[config.mk]
export PLATFORM = sky130hd
export DESIGN_NAME = dacsp_top
export DESIGN_NICKNAME = d
export VERILOG_FILES = /design/src/include/dacsp_pkg.sv /design/src/design/dacsp_top.sv /design/src/design/dacsp_regfile.sv
export SDC_FILE = /design/constraint.sdc
export NUM_CORES = 1
export LEC_CHECK = 0
export BUFFER_PORTS_ARGS = -buffer_cell sky130_fd_sc_hd__buf_2
export CORE_AREA = 5 5 135 202
export DETAILED_ROUTE_END_ITERATION = 6
export DIE_AREA = 0 0 140 207
export HOLD_SLACK_MARGIN = 0.02
export PLACE_DENSITY = 0.75
export RECOVER_POWER = 25
export REMOVE_ABC_BUFFERS = 1
export SYNTH_ARGS = -nofsm -noshare
export SYNTH_HDL_FRONTEND = slang
export SYNTH_SLANG_ARGS = --single-unit
[constraint.sdc]
create_clock -name sys_clk_in -period 2 [get_ports sys_clk_in]
set_input_delay 0.4 -clock sys_clk_in [delete_from_list [all_inputs] [get_ports sys_clk_in]]
set_output_delay 0.4 -clock sys_clk_in [all_outputs]
set_load 0.005 [all_outputs]
[src/include/dacsp_pkg.sv]
/*
  Constants and types shared by the serial configuration port.
  Assumes a single 250 MHz system clock; all serial pins are asynchronous to it.
*/
package dacsp_pkg;
  // Register map
  localparam logic [6:0] REG_FORMAT_ADDR = 7'h00;
  localparam int unsigned NUM_REGS = 32;
  localparam logic [7:0] REG_DEFAULT = 8'h00;
  localparam logic [7:0] FORMAT_RESET = 8'h00;
  // Format register fields
  localparam int unsigned BIT_THREE_WIRE = 7;
  localparam int unsigned BIT_LSB_FIRST = 6;
  localparam int unsigned BIT_SOFT_RESET = 5;
  // Serial framing
  localparam logic [2:0] LAST_BIT_IDX = 3'h7;
  localparam int unsigned SYNC_WIDTH = 4;

  typedef enum logic [1:0]
  {
    ST_HEADER = 2'b00,
    ST_WDATA = 2'b01,
    ST_RDATA = 2'b10,
    ST_DONE = 2'b11
  } dacsp_state_t;

  typedef struct packed
  {
    logic [6:0] addr;
    logic [7:0] data;
  } dacsp_wr_t;
endpackage : dacsp_pkg

[src/design/dacsp_top.sv]
/*
  Serial configuration port: header decode, register write and read-back,
  3/4-wire and bit-order selection, and combined reset generation.
  Assumes sclk, select, data and the reset pin are asynchronous to sys_clk_in
  and that sclk runs well below a quarter of the system clock.
*/
`timescale 1ns/1ns
module dacsp_top
(
  // Clock and power-on reset
  input wire logic sys_clk_in,
  input wire logic rst_n_in,
  // External reset pin, active high
  input wire logic reset_pin_in,
  // Serial pins
  input wire logic spi_sclk_in,
  input wire logic spi_cs_n_in,
  input wire logic sdio_in,
  output logic sdio_out,
  output logic sdio_oe_out,
  output logic serial_data_out_pin_out,
  output logic serial_data_out_pin_oe_out,
  // Device side
  output logic dev_reset_out,
  output logic three_wire_out,
  output logic lsb_first_out
);
  ////////////////////////////////////////////////////////////////////////////
  // Pin synchronisers
  logic [dacsp_pkg::SYNC_WIDTH-1:0] pins_in;
  logic [dacsp_pkg::SYNC_WIDTH-1:0] sync1_r;
  logic [dacsp_pkg::SYNC_WIDTH-1:0] sync2_r;
  logic sclk_prev_r;
  logic sclk_s;
  logic cs_n_s;
  logic din_s;
  logic rst_pin_s;
  logic sclk_rise;
  logic sclk_fall;

  assign pins_in = {reset_pin_in, sdio_in, spi_cs_n_in, spi_sclk_in};

  genvar gi;
  generate
    for (gi = 0; gi < dacsp_pkg::SYNC_WIDTH; gi++)
    begin : g_sync
      always_ff @(posedge sys_clk_in)
      begin
        if (!rst_n_in)
        begin
          sync1_r[gi] <= 1'b0;
          sync2_r[gi] <= 1'b0;
        end
        else
        begin
          sync1_r[gi] <= pins_in[gi];
          sync2_r[gi] <= sync1_r[gi];
        end
      end
    end
  endgenerate

  assign sclk_s = sync2_r[0];
  assign cs_n_s = sync2_r[1];
  assign din_s = sync2_r[2];
  assign rst_pin_s = sync2_r[3];

  always_ff @(posedge sys_clk_in)
  begin
    if (!rst_n_in)
      sclk_prev_r <= 1'b0;
    else
      sclk_prev_r <= sclk_s;
  end

  // Edges count only while selected
  assign sclk_rise = sclk_s && !sclk_prev_r && !cs_n_s;
  assign sclk_fall = !sclk_s && sclk_prev_r && !cs_n_s;

  ////////////////////////////////////////////////////////////////////////////
  // Reset combination
  logic [2:0] format;
  logic soft_rst;
  logic int_rst_r;
  logic port_rst;

  assign soft_rst = format[dacsp_pkg::BIT_SOFT_RESET - 5];

  always_ff @(posedge sys_clk_in)
  begin
    if (!rst_n_in)
      int_rst_r <= 1'b1;
    else
      int_rst_r <= rst_pin_s || soft_rst;
  end

  // Pin reset also clears the serial engine; soft reset must not, or it could never be undone
  assign port_rst = !rst_n_in || rst_pin_s;

  ////////////////////////////////////////////////////////////////////////////
  // Serial engine
  dacsp_pkg::dacsp_state_t state_r;
  logic [2:0] bit_cnt_r;
  logic [7:0] shift_r;
  logic [7:0] shift_nxt;
  logic [7:0] tx_r;
  logic [6:0] addr_r;
  logic wr_en_r;
  dacsp_pkg::dacsp_wr_t wr_r;
  logic [7:0] rd_data;
  logic lsb_first;
  logic three_wire;
  logic out_r;
  logic oe_r;

  assign three_wire = format[dacsp_pkg::BIT_THREE_WIRE - 5];
  assign lsb_first = format[dacsp_pkg::BIT_LSB_FIRST - 5];

  // Same shifter serves header and data
  assign shift_nxt = lsb_first ? {din_s, shift_r[7:1]} : {shift_r[6:0], din_s};

  always_ff @(posedge sys_clk_in)
  begin
    if (port_rst)
    begin
      state_r <= dacsp_pkg::ST_HEADER;
      bit_cnt_r <= 3'h0;
      shift_r <= 8'h00;
      addr_r <= 7'h00;
    end
    else if (cs_n_s)
    begin
      if (bit_cnt_r != 3'h0 || state_r == dacsp_pkg::ST_DONE)
      begin
        state_r <= dacsp_pkg::ST_HEADER;
        bit_cnt_r <= 3'h0;
      end
    end
    else if (sclk_rise)
    begin
      bit_cnt_r <= bit_cnt_r + 3'h1;
      case (state_r)
        dacsp_pkg::ST_HEADER:
        begin
          shift_r <= shift_nxt;
          if (bit_cnt_r == dacsp_pkg::LAST_BIT_IDX)
          begin
            addr_r <= shift_nxt[6:0];
            state_r <= shift_nxt[7] ? dacsp_pkg::ST_RDATA : dacsp_pkg::ST_WDATA;
          end
        end
        dacsp_pkg::ST_WDATA:
        begin
          shift_r <= shift_nxt;
          if (bit_cnt_r == dacsp_pkg::LAST_BIT_IDX)
            state_r <= dacsp_pkg::ST_DONE;
        end
        dacsp_pkg::ST_RDATA:
        begin
          if (bit_cnt_r == dacsp_pkg::LAST_BIT_IDX)
            state_r <= dacsp_pkg::ST_DONE;
        end
        dacsp_pkg::ST_DONE:
          bit_cnt_r <= 3'h0;
        default:
          state_r <= dacsp_pkg::ST_HEADER;
      endcase
    end
  end

  // Write strobe on the last data bit
  always_ff @(posedge sys_clk_in)
  begin
    if (port_rst)
    begin
      wr_en_r <= 1'b0;
      wr_r <= '0;
    end
    else
    begin
      wr_en_r <= sclk_rise && state_r == dacsp_pkg::ST_WDATA
        && bit_cnt_r == dacsp_pkg::LAST_BIT_IDX;
      wr_r <= '{addr: addr_r, data: shift_nxt};
    end
  end

  // Read shifter: load at header end, bit out on each falling edge
  always_ff @(posedge sys_clk_in)
  begin
    if (port_rst)
    begin
      tx_r <= 8'h00;
      out_r <= 1'b0;
      oe_r <= 1'b0;
    end
    else if (cs_n_s)
      oe_r <= 1'b0;
    else if (sclk_rise && state_r == dacsp_pkg::ST_HEADER
             && bit_cnt_r == dacsp_pkg::LAST_BIT_IDX)
      tx_r <= rd_data;
    else if (sclk_fall)
    begin
      if (state_r == dacsp_pkg::ST_RDATA)
      begin
        out_r <= lsb_first ? tx_r[0] : tx_r[7];
        tx_r <= lsb_first ? {1'b0, tx_r[7:1]} : {tx_r[6:0], 1'b0};
        oe_r <= 1'b1;
      end
      else
        oe_r <= 1'b0;
    end
  end

  dacsp_regfile u_regfile
  (
    .sys_clk_in(sys_clk_in),
    .rst_n_in(rst_n_in),
    .blk_rst_in(int_rst_r),
    .wr_en_in(wr_en_r),
    .wr_in(wr_r),
    .rd_addr_in(shift_nxt[6:0]),
    .rd_data_out(rd_data),
    .format_out(format)
  );

  ////////////////////////////////////////////////////////////////////////////
  // Outputs
  assign sdio_out = out_r;
  assign serial_data_out_pin_out = out_r;
  assign sdio_oe_out = oe_r && three_wire;
  assign serial_data_out_pin_oe_out = oe_r && !three_wire;
  assign dev_reset_out = int_rst_r;
  assign three_wire_out = three_wire;
  assign lsb_first_out = lsb_first;

  ////////////////////////////////////////////////////////////////////////////
  // Checks
  a_reset_or: assert property (@(posedge sys_clk_in) disable iff (!rst_n_in)
    (rst_pin_s || soft_rst) |=> dev_reset_out)
    else $error("internal reset missed a source");
  a_soft_hold: assert property (@(posedge sys_clk_in) disable iff (!rst_n_in)
    soft_rst [*2] |-> dev_reset_out)
    else $error("soft reset bit set but device not held");
  a_three_sdo: assert property (@(posedge sys_clk_in) disable iff (!rst_n_in)
    three_wire |-> !serial_data_out_pin_oe_out)
    else $error("dedicated output driven in 3-wire mode");
  a_four_sdio: assert property (@(posedge sys_clk_in) disable iff (!rst_n_in)
    !three_wire |-> !sdio_oe_out)
    else $error("data pin driven in 4-wire mode");
  a_oe_phase: assert property (@(posedge sys_clk_in) disable iff (port_rst)
    $rose(oe_r) |-> $past(state_r) == dacsp_pkg::ST_RDATA && $past(sclk_fall))
    else $error("output enabled outside read data");
  a_sel_idle: assert property (@(posedge sys_clk_in) disable iff (port_rst)
    cs_n_s |=> !sdio_oe_out && !serial_data_out_pin_oe_out)
    else $error("output driven while deselected");
  a_midbyte_rst: assert property (@(posedge sys_clk_in) disable iff (port_rst)
    (cs_n_s && bit_cnt_r != 3'h0) |=> state_r == dacsp_pkg::ST_HEADER
      && bit_cnt_r == 3'h0)
    else $error("mid-byte deselect did not reset the port");
  a_pause_hold: assert property (@(posedge sys_clk_in) disable iff (port_rst)
    (cs_n_s && bit_cnt_r == 3'h0 && state_r == dacsp_pkg::ST_WDATA)
      |=> state_r == dacsp_pkg::ST_WDATA)
    else $error("byte-boundary pause lost the transfer");
  a_write_time: assert property (@(posedge sys_clk_in) disable iff (port_rst)
    wr_en_r |-> $past(state_r) == dacsp_pkg::ST_WDATA && $past(sclk_rise)
      && $past(bit_cnt_r) == dacsp_pkg::LAST_BIT_IDX)
    else $error("write strobe not on last data bit");
  a_dir_decode: assert property (@(posedge sys_clk_in) disable iff (port_rst)
    (sclk_rise && state_r == dacsp_pkg::ST_HEADER && bit_cnt_r == dacsp_pkg::LAST_BIT_IDX)
      |=> state_r == (shift_r[7] ? dacsp_pkg::ST_RDATA : dacsp_pkg::ST_WDATA)
        && addr_r == shift_r[6:0])
    else $error("header decoded wrongly");
endmodule : dacsp_top

[src/design/dacsp_regfile.sv]
/*
  Configuration register storage for the serial port.
  Assumes writes arrive as single-cycle strobes from the serial engine.
*/
`timescale 1ns/1ns
module dacsp_regfile
(
  // Clock and resets
  input wire logic sys_clk_in,
  input wire logic rst_n_in,
  input wire logic blk_rst_in,
  // Write port
  input wire logic wr_en_in,
  input wire dacsp_pkg::dacsp_wr_t wr_in,
  // Read port
  input wire logic [6:0] rd_addr_in,
  output logic [7:0] rd_data_out,
  // Format register fields
  output logic [2:0] format_out
);
  logic [2:0] format_r;
  logic [7:0] regs_r [1:dacsp_pkg::NUM_REGS-1];

  // Format register survives pin and soft reset; only power-on clears it
  always_ff @(posedge sys_clk_in)
  begin
    if (!rst_n_in)
      format_r <= dacsp_pkg::FORMAT_RESET[7:5];
    else if (wr_en_in && wr_in.addr == dacsp_pkg::REG_FORMAT_ADDR)
      format_r <= wr_in.data[7:5];
  end

  genvar gi;
  generate
    for (gi = 1; gi < dacsp_pkg::NUM_REGS; gi++)
    begin : g_reg
      always_ff @(posedge sys_clk_in)
      begin
        if (!rst_n_in || blk_rst_in)
          regs_r[gi] <= dacsp_pkg::REG_DEFAULT;
        else if (wr_en_in && wr_in.addr == 7'(gi))
          regs_r[gi] <= wr_in.data;
      end
    end
  endgenerate

  always_comb
  begin
    if (rd_addr_in == dacsp_pkg::REG_FORMAT_ADDR)
      rd_data_out = {format_r, 5'h00};
    else if (rd_addr_in < 7'(dacsp_pkg::NUM_REGS))
      rd_data_out = regs_r[rd_addr_in[4:0]];
    else
      rd_data_out = 8'h00;
  end

  assign format_out = format_r;

  a_format_keep: assert property (@(posedge sys_clk_in) disable iff (!rst_n_in)
    (blk_rst_in && !wr_en_in) |=> format_r == $past(format_r))
    else $error("format register changed under block reset");
endmodule : dacsp_regfile

# After elaboration in Yosys (flattened, before gate mapping)
# Memories as Yosys holds them, arrays and structs flattened.
# Cells that the tools add are included.
# op_classes
add_sub_neg,1
n_lt_le_gt_ge,1
n_bitwise,33
eq_ne,38
reduce_logical,69
n_mux,146
# op_table
op,count
2-to-1 mux 8 bit,38
equality test 7 x 5 -> 1 bit (second input constant),16
2-to-1 mux 1 bit,97
equality test 7 x 4 -> 1 bit (second input constant),8
logical AND 1 bit,42
OR 1 bit,31
equality test 7 x 3 -> 1 bit (second input constant),4
equality test 7 x 2 -> 1 bit (second input constant),2
logical NOT 7 bit,2
2-to-1 mux 2 bit,6
2-to-1 mux 3 bit,4
AND reduction 4 bit,2
equality test 7 x 1 -> 1 bit (second input constant),1
less-than comparator 7 x 6 -> 1 bit (second input constant),1
AND reduction 3 bit,2
nonzero test 2 bit,3
nonzero test 3 bit,2
OR reduction 2 bit,3
logical NOT 1 bit,5
AND reduction 5 bit,1
equality test 2 bit (second input constant),2
logical OR 1 bit,4
one-hot mux 2 bit (2 select lines),1
AND reduction 2 bit,2
8 further kinds,9
# totals
inputBits,6
out_inout_bits,7
n_memories,1
ff_bits,59
ram_bits,248
wordCells,310
# mem_list
name,depth,width,read_ports,rd_clocked_by_memory_dff,write_ports,line,rtl
u_regfile.regs_r,31,8,1,0,31,dacsp_regfile.sv:22,logic [7:0] regs_r [1:dacsp_pkg::NUM_REGS-1];

# Longest topological paths before layout
# Gate-level depths: netlist (run 1).
# logic_depth
depth_word,7
ltp_mapped,9

# Cells and area by module
# Synthesis (run 1) repeated with hierarchy kept, for this count alone.
# unflattened
cells_unflattened,1071
hier_area_um2,14330.0
# by_module_without_submodules
module,seq_area_each_um2,cells_per_inst,area_per_inst_um2,n_inst
dacsp_regfile,7507.2,833,11946.5,1
dacsp_top,1121.1,238,2383.5,1

# Worst setup path after synthesis (run 1)
# OpenSTA, ideal clock, no wires.
# synth_path
kind,register to register
start,reg u_regfile.format_r[1] (netlist: u_regfile.format_out[1])
end,reg tx_r[1]
period_less_slack_ns,2.091
n_path_buf,2
path_slack_ns,-0.091
arrival_time_ns,1.971
required_time_ns,1.880
stages_incl_launch_ff,9
setup_ns,0.120
cell_sequence,dfxtp_1 -> buf_4 -> mux2i_1 -> buf_4 -> mux4_2 -> o22a_1 -> o31a_1 -> nor3_1 -> nor3_1
# synth_between
elab_chain_len,5
word_cells_on_any_way,10
cone_classes,1 x order compare; 7 x mux; 1 x reduce/logical; 1 x memory
# synth_rtl
element,line,rtl
from (decl),dacsp_regfile.sv:21,logic [2:0] format_r;
from (signal assigned),dacsp_regfile.sv:28,format_r <= dacsp_pkg::FORMAT_RESET[7:5];
from (signal assigned),dacsp_regfile.sv:30,format_r <= wr_in.data[7:5];
2-to-1 mux 8 bit,dacsp_top.sv:120,"assign shift_nxt = lsb_first ? {din_s, shift_r[7:1]} : {shift_r[6:0], din_s};"
memory read (31 x 8 bit) / less-than comparator 7 x 6 -> 1 bit (equally long branches),-,
2-to-1 mux 8 bit,dacsp_regfile.sv:51,else if (rd_addr_in < 7'(dacsp_pkg::NUM_REGS))
2-to-1 mux 8 bit,dacsp_regfile.sv:49,if (rd_addr_in == dacsp_pkg::REG_FORMAT_ADDR)
2-to-1 mux 8 bit (*),dacsp_top.sv:198,else if (sclk_rise && state_r == dacsp_pkg::ST_HEADER
to (signal assigned),dacsp_top.sv:200,tx_r <= rd_data;
to (signal assigned),dacsp_top.sv:206,"tx_r <= lsb_first ? {1'b0, tx_r[7:1]} : {tx_r[6:0], 1'b0};"
to (decl),dacsp_top.sv:106,logic [7:0] tx_r;
# Mark *: on every way between the ends. The rest lies on a longest branch, timed or not. The select of a mux whose other input is x is not followed.
# A chain may end at the register's enable or synchronous reset.

# Final worst setup path (run 1)
# layout_path
start,reg sync2_r (netlist bit din_s)
end,reg tx_r[6]
# layout_between
elab_chain_len,5
word_cells_on_any_way,7
cone_classes,1 x order compare; 4 x mux; 1 x reduce/logical; 1 x memory
# layout_rtl
element,line,rtl
from (decl),dacsp_top.sv:32,logic [dacsp_pkg::SYNC_WIDTH-1:0] sync2_r;
"from (signal, indexed assignment)",dacsp_top.sv:57,sync2_r[gi] <= sync1_r[gi];
2-to-1 mux 8 bit (*),dacsp_top.sv:120,
memory read (31 x 8 bit) / less-than comparator 7 x 6 -> 1 bit (equally long branches),-,
2-to-1 mux 8 bit,dacsp_regfile.sv:51,
2-to-1 mux 8 bit (*),dacsp_regfile.sv:49,
2-to-1 mux 8 bit (*),dacsp_top.sv:198,
# Mark *: on every way between the ends. The rest lies on a longest branch, timed or not.

==> metrics.md, run 1 <==
| Metric | Value |
|---|---|
| Status | complete, but fails checks |
| Failing checks | negative setup slack |
| Worst setup margin | -201 ps |
| Worst path required time | about 2400 ps |
| Nets@finish | about 1300 |
| Fin cells | 1616 |
| Initial antenna violation count | 0 |
| Post-Synth XOR/XNOR Area | 0% |
| Main combinational cell family by area after synthesis | simple AND/OR/NAND/NOR gates |
| Unique cell type count in the Yosys netlist | 58 |
| Syn Area/Cell | ~12 um^2 |
| Cell taking the most area after synthesis | edfxtp_1 |
| Worst hold margin | 68.7 ps |
| Core footprint | about 25000 um^2 |
| Vias per cell | slightly below 6 |
| RePlAce Congestion | 0.996 |
| Layout cells sized above 1 | about 18% |
| Maximum fanout along the worst path | 16 |
| Root Buffer | clkbuf_16 |
| Clock sink count | just over 300 |
| Peak VDD IR | 710 uV |
| ANT nets after route | 0 |
| Final Slew Violations | 0 |
| Clk pwr share | 40.5% |
| Clk Latency, worst-skew pair | approximately 550 ps |
| Via count | ~9600 |
| CP Launch Type | flop |
| N_diodes | 0 |
| Grt ovf | 0 |
| Buffers on Ports | 12 |
| Mapped Area | 14200 um^2 |
| Slew @ Worst Pin | approximately 900 ps |
| Post-synthesis mux area share | under 10% |
| Largest net degree at the start of global routing | 33 |
| Net Sw Frac | roughly a fifth |
| Arr. time, crit path | around 2600 ps |
| Die area | roughly 29000 um^2 |
| Most frequent cells in the layout | 248 x edfxtp_1, 246 x and2_1, 93 x buf_4, 87 x mux2i_1, 72 x nor2_1 |
| Die Height | around 210 um |
| Worst Setup Path Type | reg2reg |
| Starting Density | between 50% and 60% |
| P&R area growth vs syn | 17.1% |
| Flops & latches, synth | a little over 300 |
| Lkg Pwr | 6.19 nW |
| Die Span X | roughly 140 um |
| DRC | 0 |
| Sw Pwr | 0.00291 W |
| CTS H-tree lvls | 1 |
| Yosys warns | 0 |
| RSZ-0062 raised after global routing | true |
| Routed Wire Length | 37400 um |
| Synth Area in Simple Gates | between 10% and 20% |
| Part of the power in registers | 52.9% |
| First-pass GRT wire length | 57000 um |
| TritonCTS buffer count | 29 |
| IO Pins | 13 |
| DP Wirelength | ~26000 um |
| Slew Limit Headroom | 40.0% |
| Sequential area share after synthesis | between 60% and 70% |
| Top cell type's share of synthesized area | 52.3% |
| Placed cell count | about 1600 |
| CTS tree | built |
| Worst Hold Depth | 2 |
| Synth Flop Type | edfxtp_1 |
| Internal Pwr Total | between 0.01 and 0.015 W |
| DR iter-0 viols | about 920 |
| Pwr per Cell Area | about 820 nW/um^2 |
| Tcrit/Tclk final | 110% |
| Fin crit period | 2200 ps |
| Vias in the first global route | a little under 10000 |
| Fmax | 0.454 GHz |
| Max Cap Viol | 0 |
| Post-synthesis cell count | approximately 1200 |
| HP Class | in2reg |
| Setup crit end kind | flop |
| Post-synth ARST share | 0% |
| Most common cell after layout, fill and taps aside | edfxtp_1 |
| Register-to-Register Path Depth | 9 |
| Synth Area in Compound Gates | 7.47% |
| Setup violations, final | 15 |
| Initial DRT Pass Iterations | 5 |
| Std-Cell Rows | ~70 |
| Gate power share | under 10% |
| Drt wl/cell | 23.2 um |
| CTS clk-pin slew, worst paths | ~60 ps |
| Post-synth EDFFs | 248 |
| Hold Vio Cnt, Final | 0 |
| Synth top area cells | edfxtp_1 52%, and2_1 12%, dfxtp_1 8.3% |
| Synthesized-area fraction occupied by adder cells | 0.616% |
| CTS Buffer Depth | 3 |
| Total global-route track usage | ~25% |
| Clock Skews | about 13 ps |
[critical path, stage by stage, from the launching register on]
cell and delay (ps):
dfxtp_1 390, mux2_4 350, buf_4 170, buf_12 160, mux2_2 350, o22ai_1 140
nor4_1 60, buf_4 160, nor2_1 140, a41oi_1 140
[power by group through the flow]
| stage | clock, W | combinational, W | sequential (W) |
|---|---|---|---|
| after floorplan | 0 | 0.000434 | 0.00735 |
| after global placement | 0 | 0.000820 | 0.00738 |
| after detailed placement | 0 | 0.000834 | 0.00739 |
| after CTS | 0.00562 | 0.000874 | 0.00725 |
| after global routing | 0.00588 | 0.000953 | 0.00727 |
| final | 0.00556 | 0.000901 | 0.00726 |
[cell type report]
class	instances	area [um^2]
Tap cell	333	417
Inverter	8	30.0
Clock buffer	35	748
Timing Repair Buffer	143	1230
Clock inverter	17	204
Fill cell	1840	8750
Sequential cell	307	8630
Multi-Input combinational cell	773	5390
[metrics by stage]
stage / setup TNS, ps / power [W] / utilization (%) / worst slack [ps] / area [um^2]
5_1_grt: -8040 / 0.0141 / 65.6 / -278 / 16700
6_report: -1340 / 0.0137 / 65.6 / -201 / 16700
4_1_cts: -1200 / 0.0138 / 65.0 / -184 / 16500
2_1_floorplan: -173750 / 0.00778 / - / -2750 / 13800
3_3_place_gp: -1390 / 0.00820 / 60.5 / -236 / 15400
3_5_place_dp: -1240 / 0.00822 / 60.5 / -209 / 15400
[flip-flops by register name, indices dropped and copies added, names as in the netlist]
register              flops
u_regfile.regs_r        248
wr_r                     15
shift_r                   8
tx_r                      8
addr_r                    7
sync1_r                   4
bit_cnt_r                 3
u_regfile.format_out      3
state_r                   2
cs_n_s                    1
dev_reset_out             1
din_s                     1
oe_r                      1
rst_pin_s                 1
sclk_prev_r               1
sclk_s                    1
sdio_out                  1
wr_en_r                   1
[layer usage]
metal  vias to the layer above  wire (um)  global-route usage, %  share of wire (%)
met1                      4697      13900                   31.2                 37
met3                       137       2290                   3.05                6.1
met2                       427      18900                   43.5                 50
li1                       4382          -                      -                  -
met4                         0       2340                   13.7                6.2
met5                         -          0                      0                  0
[repair_timing]
action / CTS / global route
pin swaps: 9 / 13
hold buffers: 0 / 0
cloned: 3 / 2
setup endpoints to repair: 8 / 47
resized for setup: 12 / 38
buffers inserted: 4 / 2
[cells by family (layout without fill, tap and decap cells)]
kind of cell    count (synthesis)  in the layout
compound gates                164            164
flops                         307            307
fa+ha+maj                       7              7
simple gates                  489            489
buf+inv                        86            203
mux                           113            113
[path summary, 6_finish.rpt]
kind                          from               endpoint  slack (ps)
max reg2reg       din_s$_SDFF_PN0_   tx_r[6]$_SDFFE_PP0P_        -200
max               din_s$_SDFF_PN0_   tx_r[6]$_SDFFE_PP0P_        -200
min reg2reg  sync1_r[3]$_SDFF_PN0_   rst_pin_s$_SDFF_PN0_         450
min                    spi_sclk_in  sync1_r[0]$_SDFF_PN0_          70
[Yosys cell counts (all sizes together) (5+ instances only)]
library cell	instances
ha	7
nand4	5
dfxtp	59
o21a	5
a21oi	19
mux2i	93
nand3	15
nand2	69
nor3	14
buf	27
edfxtp	248
mux4	16
and2	270
o31a	6
inv	8
o211ai	7
a211oi	22
o22ai	19
nor2b	13
o21ai	50
a31oi	8
nor2	79
clkbuf	51
nand3b	6
a211o	5
(Power assumes the default switching activity.)
==> run 2: changes to the inputs <==
--- a/config.mk
+++ b/config.mk
@@ -5,10 +5,10 @@
 export SDC_FILE = /design/constraint.sdc
 export NUM_CORES = 1
 export LEC_CHECK = 0
-export BUFFER_PORTS_ARGS = -buffer_cell sky130_fd_sc_hd__buf_2
-export CORE_AREA = 5 5 135 202
+export BUFFER_PORTS_ARGS = -buffer_cell sky130_fd_sc_hd__buf_4
+export CORE_AREA = 3 3 133 200
 export DETAILED_ROUTE_END_ITERATION = 6
-export DIE_AREA = 0 0 140 207
+export DIE_AREA = 0 0 136 203
 export HOLD_SLACK_MARGIN = 0.02
 export PLACE_DENSITY = 0.75
 export RECOVER_POWER = 25
==> run 2 against run 1 <==
Effect of this change:
- the flow still finishes with violations (negative setup slack)
- via count is 0.89% higher
- clock power is 3% lower
- cell area hardly changed
- sequential power hardly changed
- largest cell class unchanged
==> metrics.md, run 2 (same netlist as run 1, synthesis figures left out) <==
| Metric | Value |
|---|---|
| RSZ-0062 raised after global routing | true |
| Hold Vio Cnt, Final | 0 |
| Arr. time, crit path | between 2000 and 3000 ps |
| Buffers on Ports | 12 |
| Register area | roughly 8600 um^2 |
| Number of flip-flops in the largest register | 248 |
| DP Wirelength | approximately 26000 um |
| Status | complete, but fails checks |
| Core footprint | 25100 um^2 |
| Most frequent cells in the layout | 260 x and2_1, 248 x edfxtp_1, 113 x buf_4, 86 x mux2i_1, 74 x nor2_1 |
| Pwr per Cell Area | 816 nW/um^2 |
| Die Span X | 136 um |
| IO Pins | 13 |
| Area of the multi-input gates | 5360 um^2 |
| CP peak stage delay | about 360 ps |
| Drt wl/cell | roughly 24 um |
| Worst setup margin | -205 ps |
| DRC | 0 |
| Routed Wire Length | 38100 um |
| Max Cap Viol | 0 |
| Placed Area | roughly 15000 um^2 |
| Sw Pwr | 0.00301 W |
| Layout cells sized above 1 | 19.1% |
| Clk pwr share | 39.9% |
| First-pass GRT wire length | ~57000 um |
| Peak VDD IR | between 500 and 600 uV |
| Part of the power in registers | between 50 and 60% |
| Std-Cell Rows | 71 |
| Maximum fanout along the worst path | 12 |
| Final core utilization | around 66% |
| N_diodes | 0 |
| Grt ovf | 0 |
| Worst Setup Path Type | reg2reg |
| DR iter-0 viols | 889 |
| Total global-route track usage | a little over a quarter |
| Clk Latency, worst-skew pair | about 550 ps |
| Slowest CP cell | dfxtp_2 |
| CTS H-tree lvls | 1 |
| TritonCTS buffer count | 28 |
| Failing checks | negative setup slack |
| Clock sink count | between 300 and 400 |
| Pwr Total | about 0.014 W |
| Tcrit/Tclk final | 110% |
| CTS Buffer Depth | 3 |
| CP cell instances | mux2_4, buf_4, buf_12, buf_4, mux2i_1, o221ai_1, o22ai_1, o31ai_2 |
| Initial DRT Pass Iterations | 5 |
| Vias per cell | between 6 and 7 |
| Largest regs | u_regfile.regs_r (248), wr_r (15) |
| Fin crit period | around 2200 ps |
| Fmax | 0.454 GHz |
| Setup violations, final | 9 |
| CTS clk-pin slew, worst paths | about 70 ps |
| CTS tree | built |
| Gate power share | 6.7% |
| Top reg by flops | u_regfile.regs_r |
| Net Sw Frac | around 22% |
| Worst reg2reg setup slack | -200 ps |
| Setup crit end kind | flop |
| Die Height | around 200 um |
| Starting Density | 56.8% |
| Largest net degree at the start of global routing | 33 |
| Lkg Pwr | between 6 and 7 nW |
| CP dominant cell by count | buf_4 |
| Clock Skews | around 12 ps |
| Buf/Inv on CP | 3 |
| Most common cell after layout, fill and taps aside | and2_1 |
| Vias in the first global route | around 9700 |
| Die area | 27600 um^2 |
| Final instance area | between 15000 and 20000 um^2 |
| Root Buffer | clkbuf_16 |
| Internal Pwr Total | 0.0106 W |
| Slew @ Worst Pin | about 830 ps |
| Initial antenna violation count | 0 |
| Worst path top cell family by delay | multiplexers |
| Slew Limit Headroom | 44.7% |
| Final Slew Violations | 0 |
| Fill cells | roughly 1800 |
| Via count | around 10000 |
| CP Launch Type | flop |
| ANT nets after route | 0 |
| HP Class | in2reg |
| Worst path required time | around 2400 ps |
| P&R area growth vs syn | 17.0% |
| Nets@finish | about 1300 |
| RePlAce Congestion | roughly 0.96 |
run 2: final cells by class:
type	count	area share, %
clock buffers	36	4.52
inverters	8	0.180
multi-input cells	773	32.2
flip-flops and latches	307	51.9
repair buffers	147	7.72
clock inverters	16	1.02
well taps	328	2.47
run 2: metal layers:
metal	up-vias	wire length (um)	track usage, %
met5	-	0	0
li1	4392	-	-
met4	0	2940	16.2
met3	134	2550	3.27
met1	4779	14100	33.4
met2	424	18500	46.4
run 2: path summary, 6_finish.rpt:
kind                                        start                    end  cells past startpoint
max          u_regfile.format_out[1]$_SDFFE_PN0P_   tx_r[7]$_SDFFE_PP0P_                      8
min                                       sdio_in  sync1_r[2]$_SDFF_PN0_                      2
max reg2reg  u_regfile.format_out[1]$_SDFFE_PN0P_   tx_r[7]$_SDFFE_PP0P_                      8
min reg2reg                 sync1_r[1]$_SDFF_PN0_      cs_n_s$_SDFF_PN0_                      1
run 2: power groups by stage:
| stage | Combinational [W] | Sequential [W] | Clock, W |
|---|---|---|---|
| floorplan | 0.000434 | 0.00735 | 0 |
| global placement | 0.000828 | 0.00738 | 0 |
| detailed placement | 0.000840 | 0.00739 | 0 |
| CTS | 0.000863 | 0.00725 | 0.00549 |
| global route | 0.000957 | 0.00727 | 0.00572 |
| finish | 0.000907 | 0.00726 | 0.00542 |
run 2: metrics by stage:
step	TNS, ps	instances	worst slack, ps	hold WS (ps)
after floorplan	-173750	1088	-2750	412
after global placement	-789	1549	-170	427
after detailed placement	-1210	1549	-191	428
after CTS	-751	1606	-124	44.4
after global routing	-1760	1615	-224	46.6
final	-1150	1615	-205	61.8
run 2: what timing repair did:
item,CTS,global route
setup endpoints to repair,16,39
pin swaps,5,10
resized for setup,17,35
hold buffers,0,0
buffers inserted,4,8
cloned,1,1
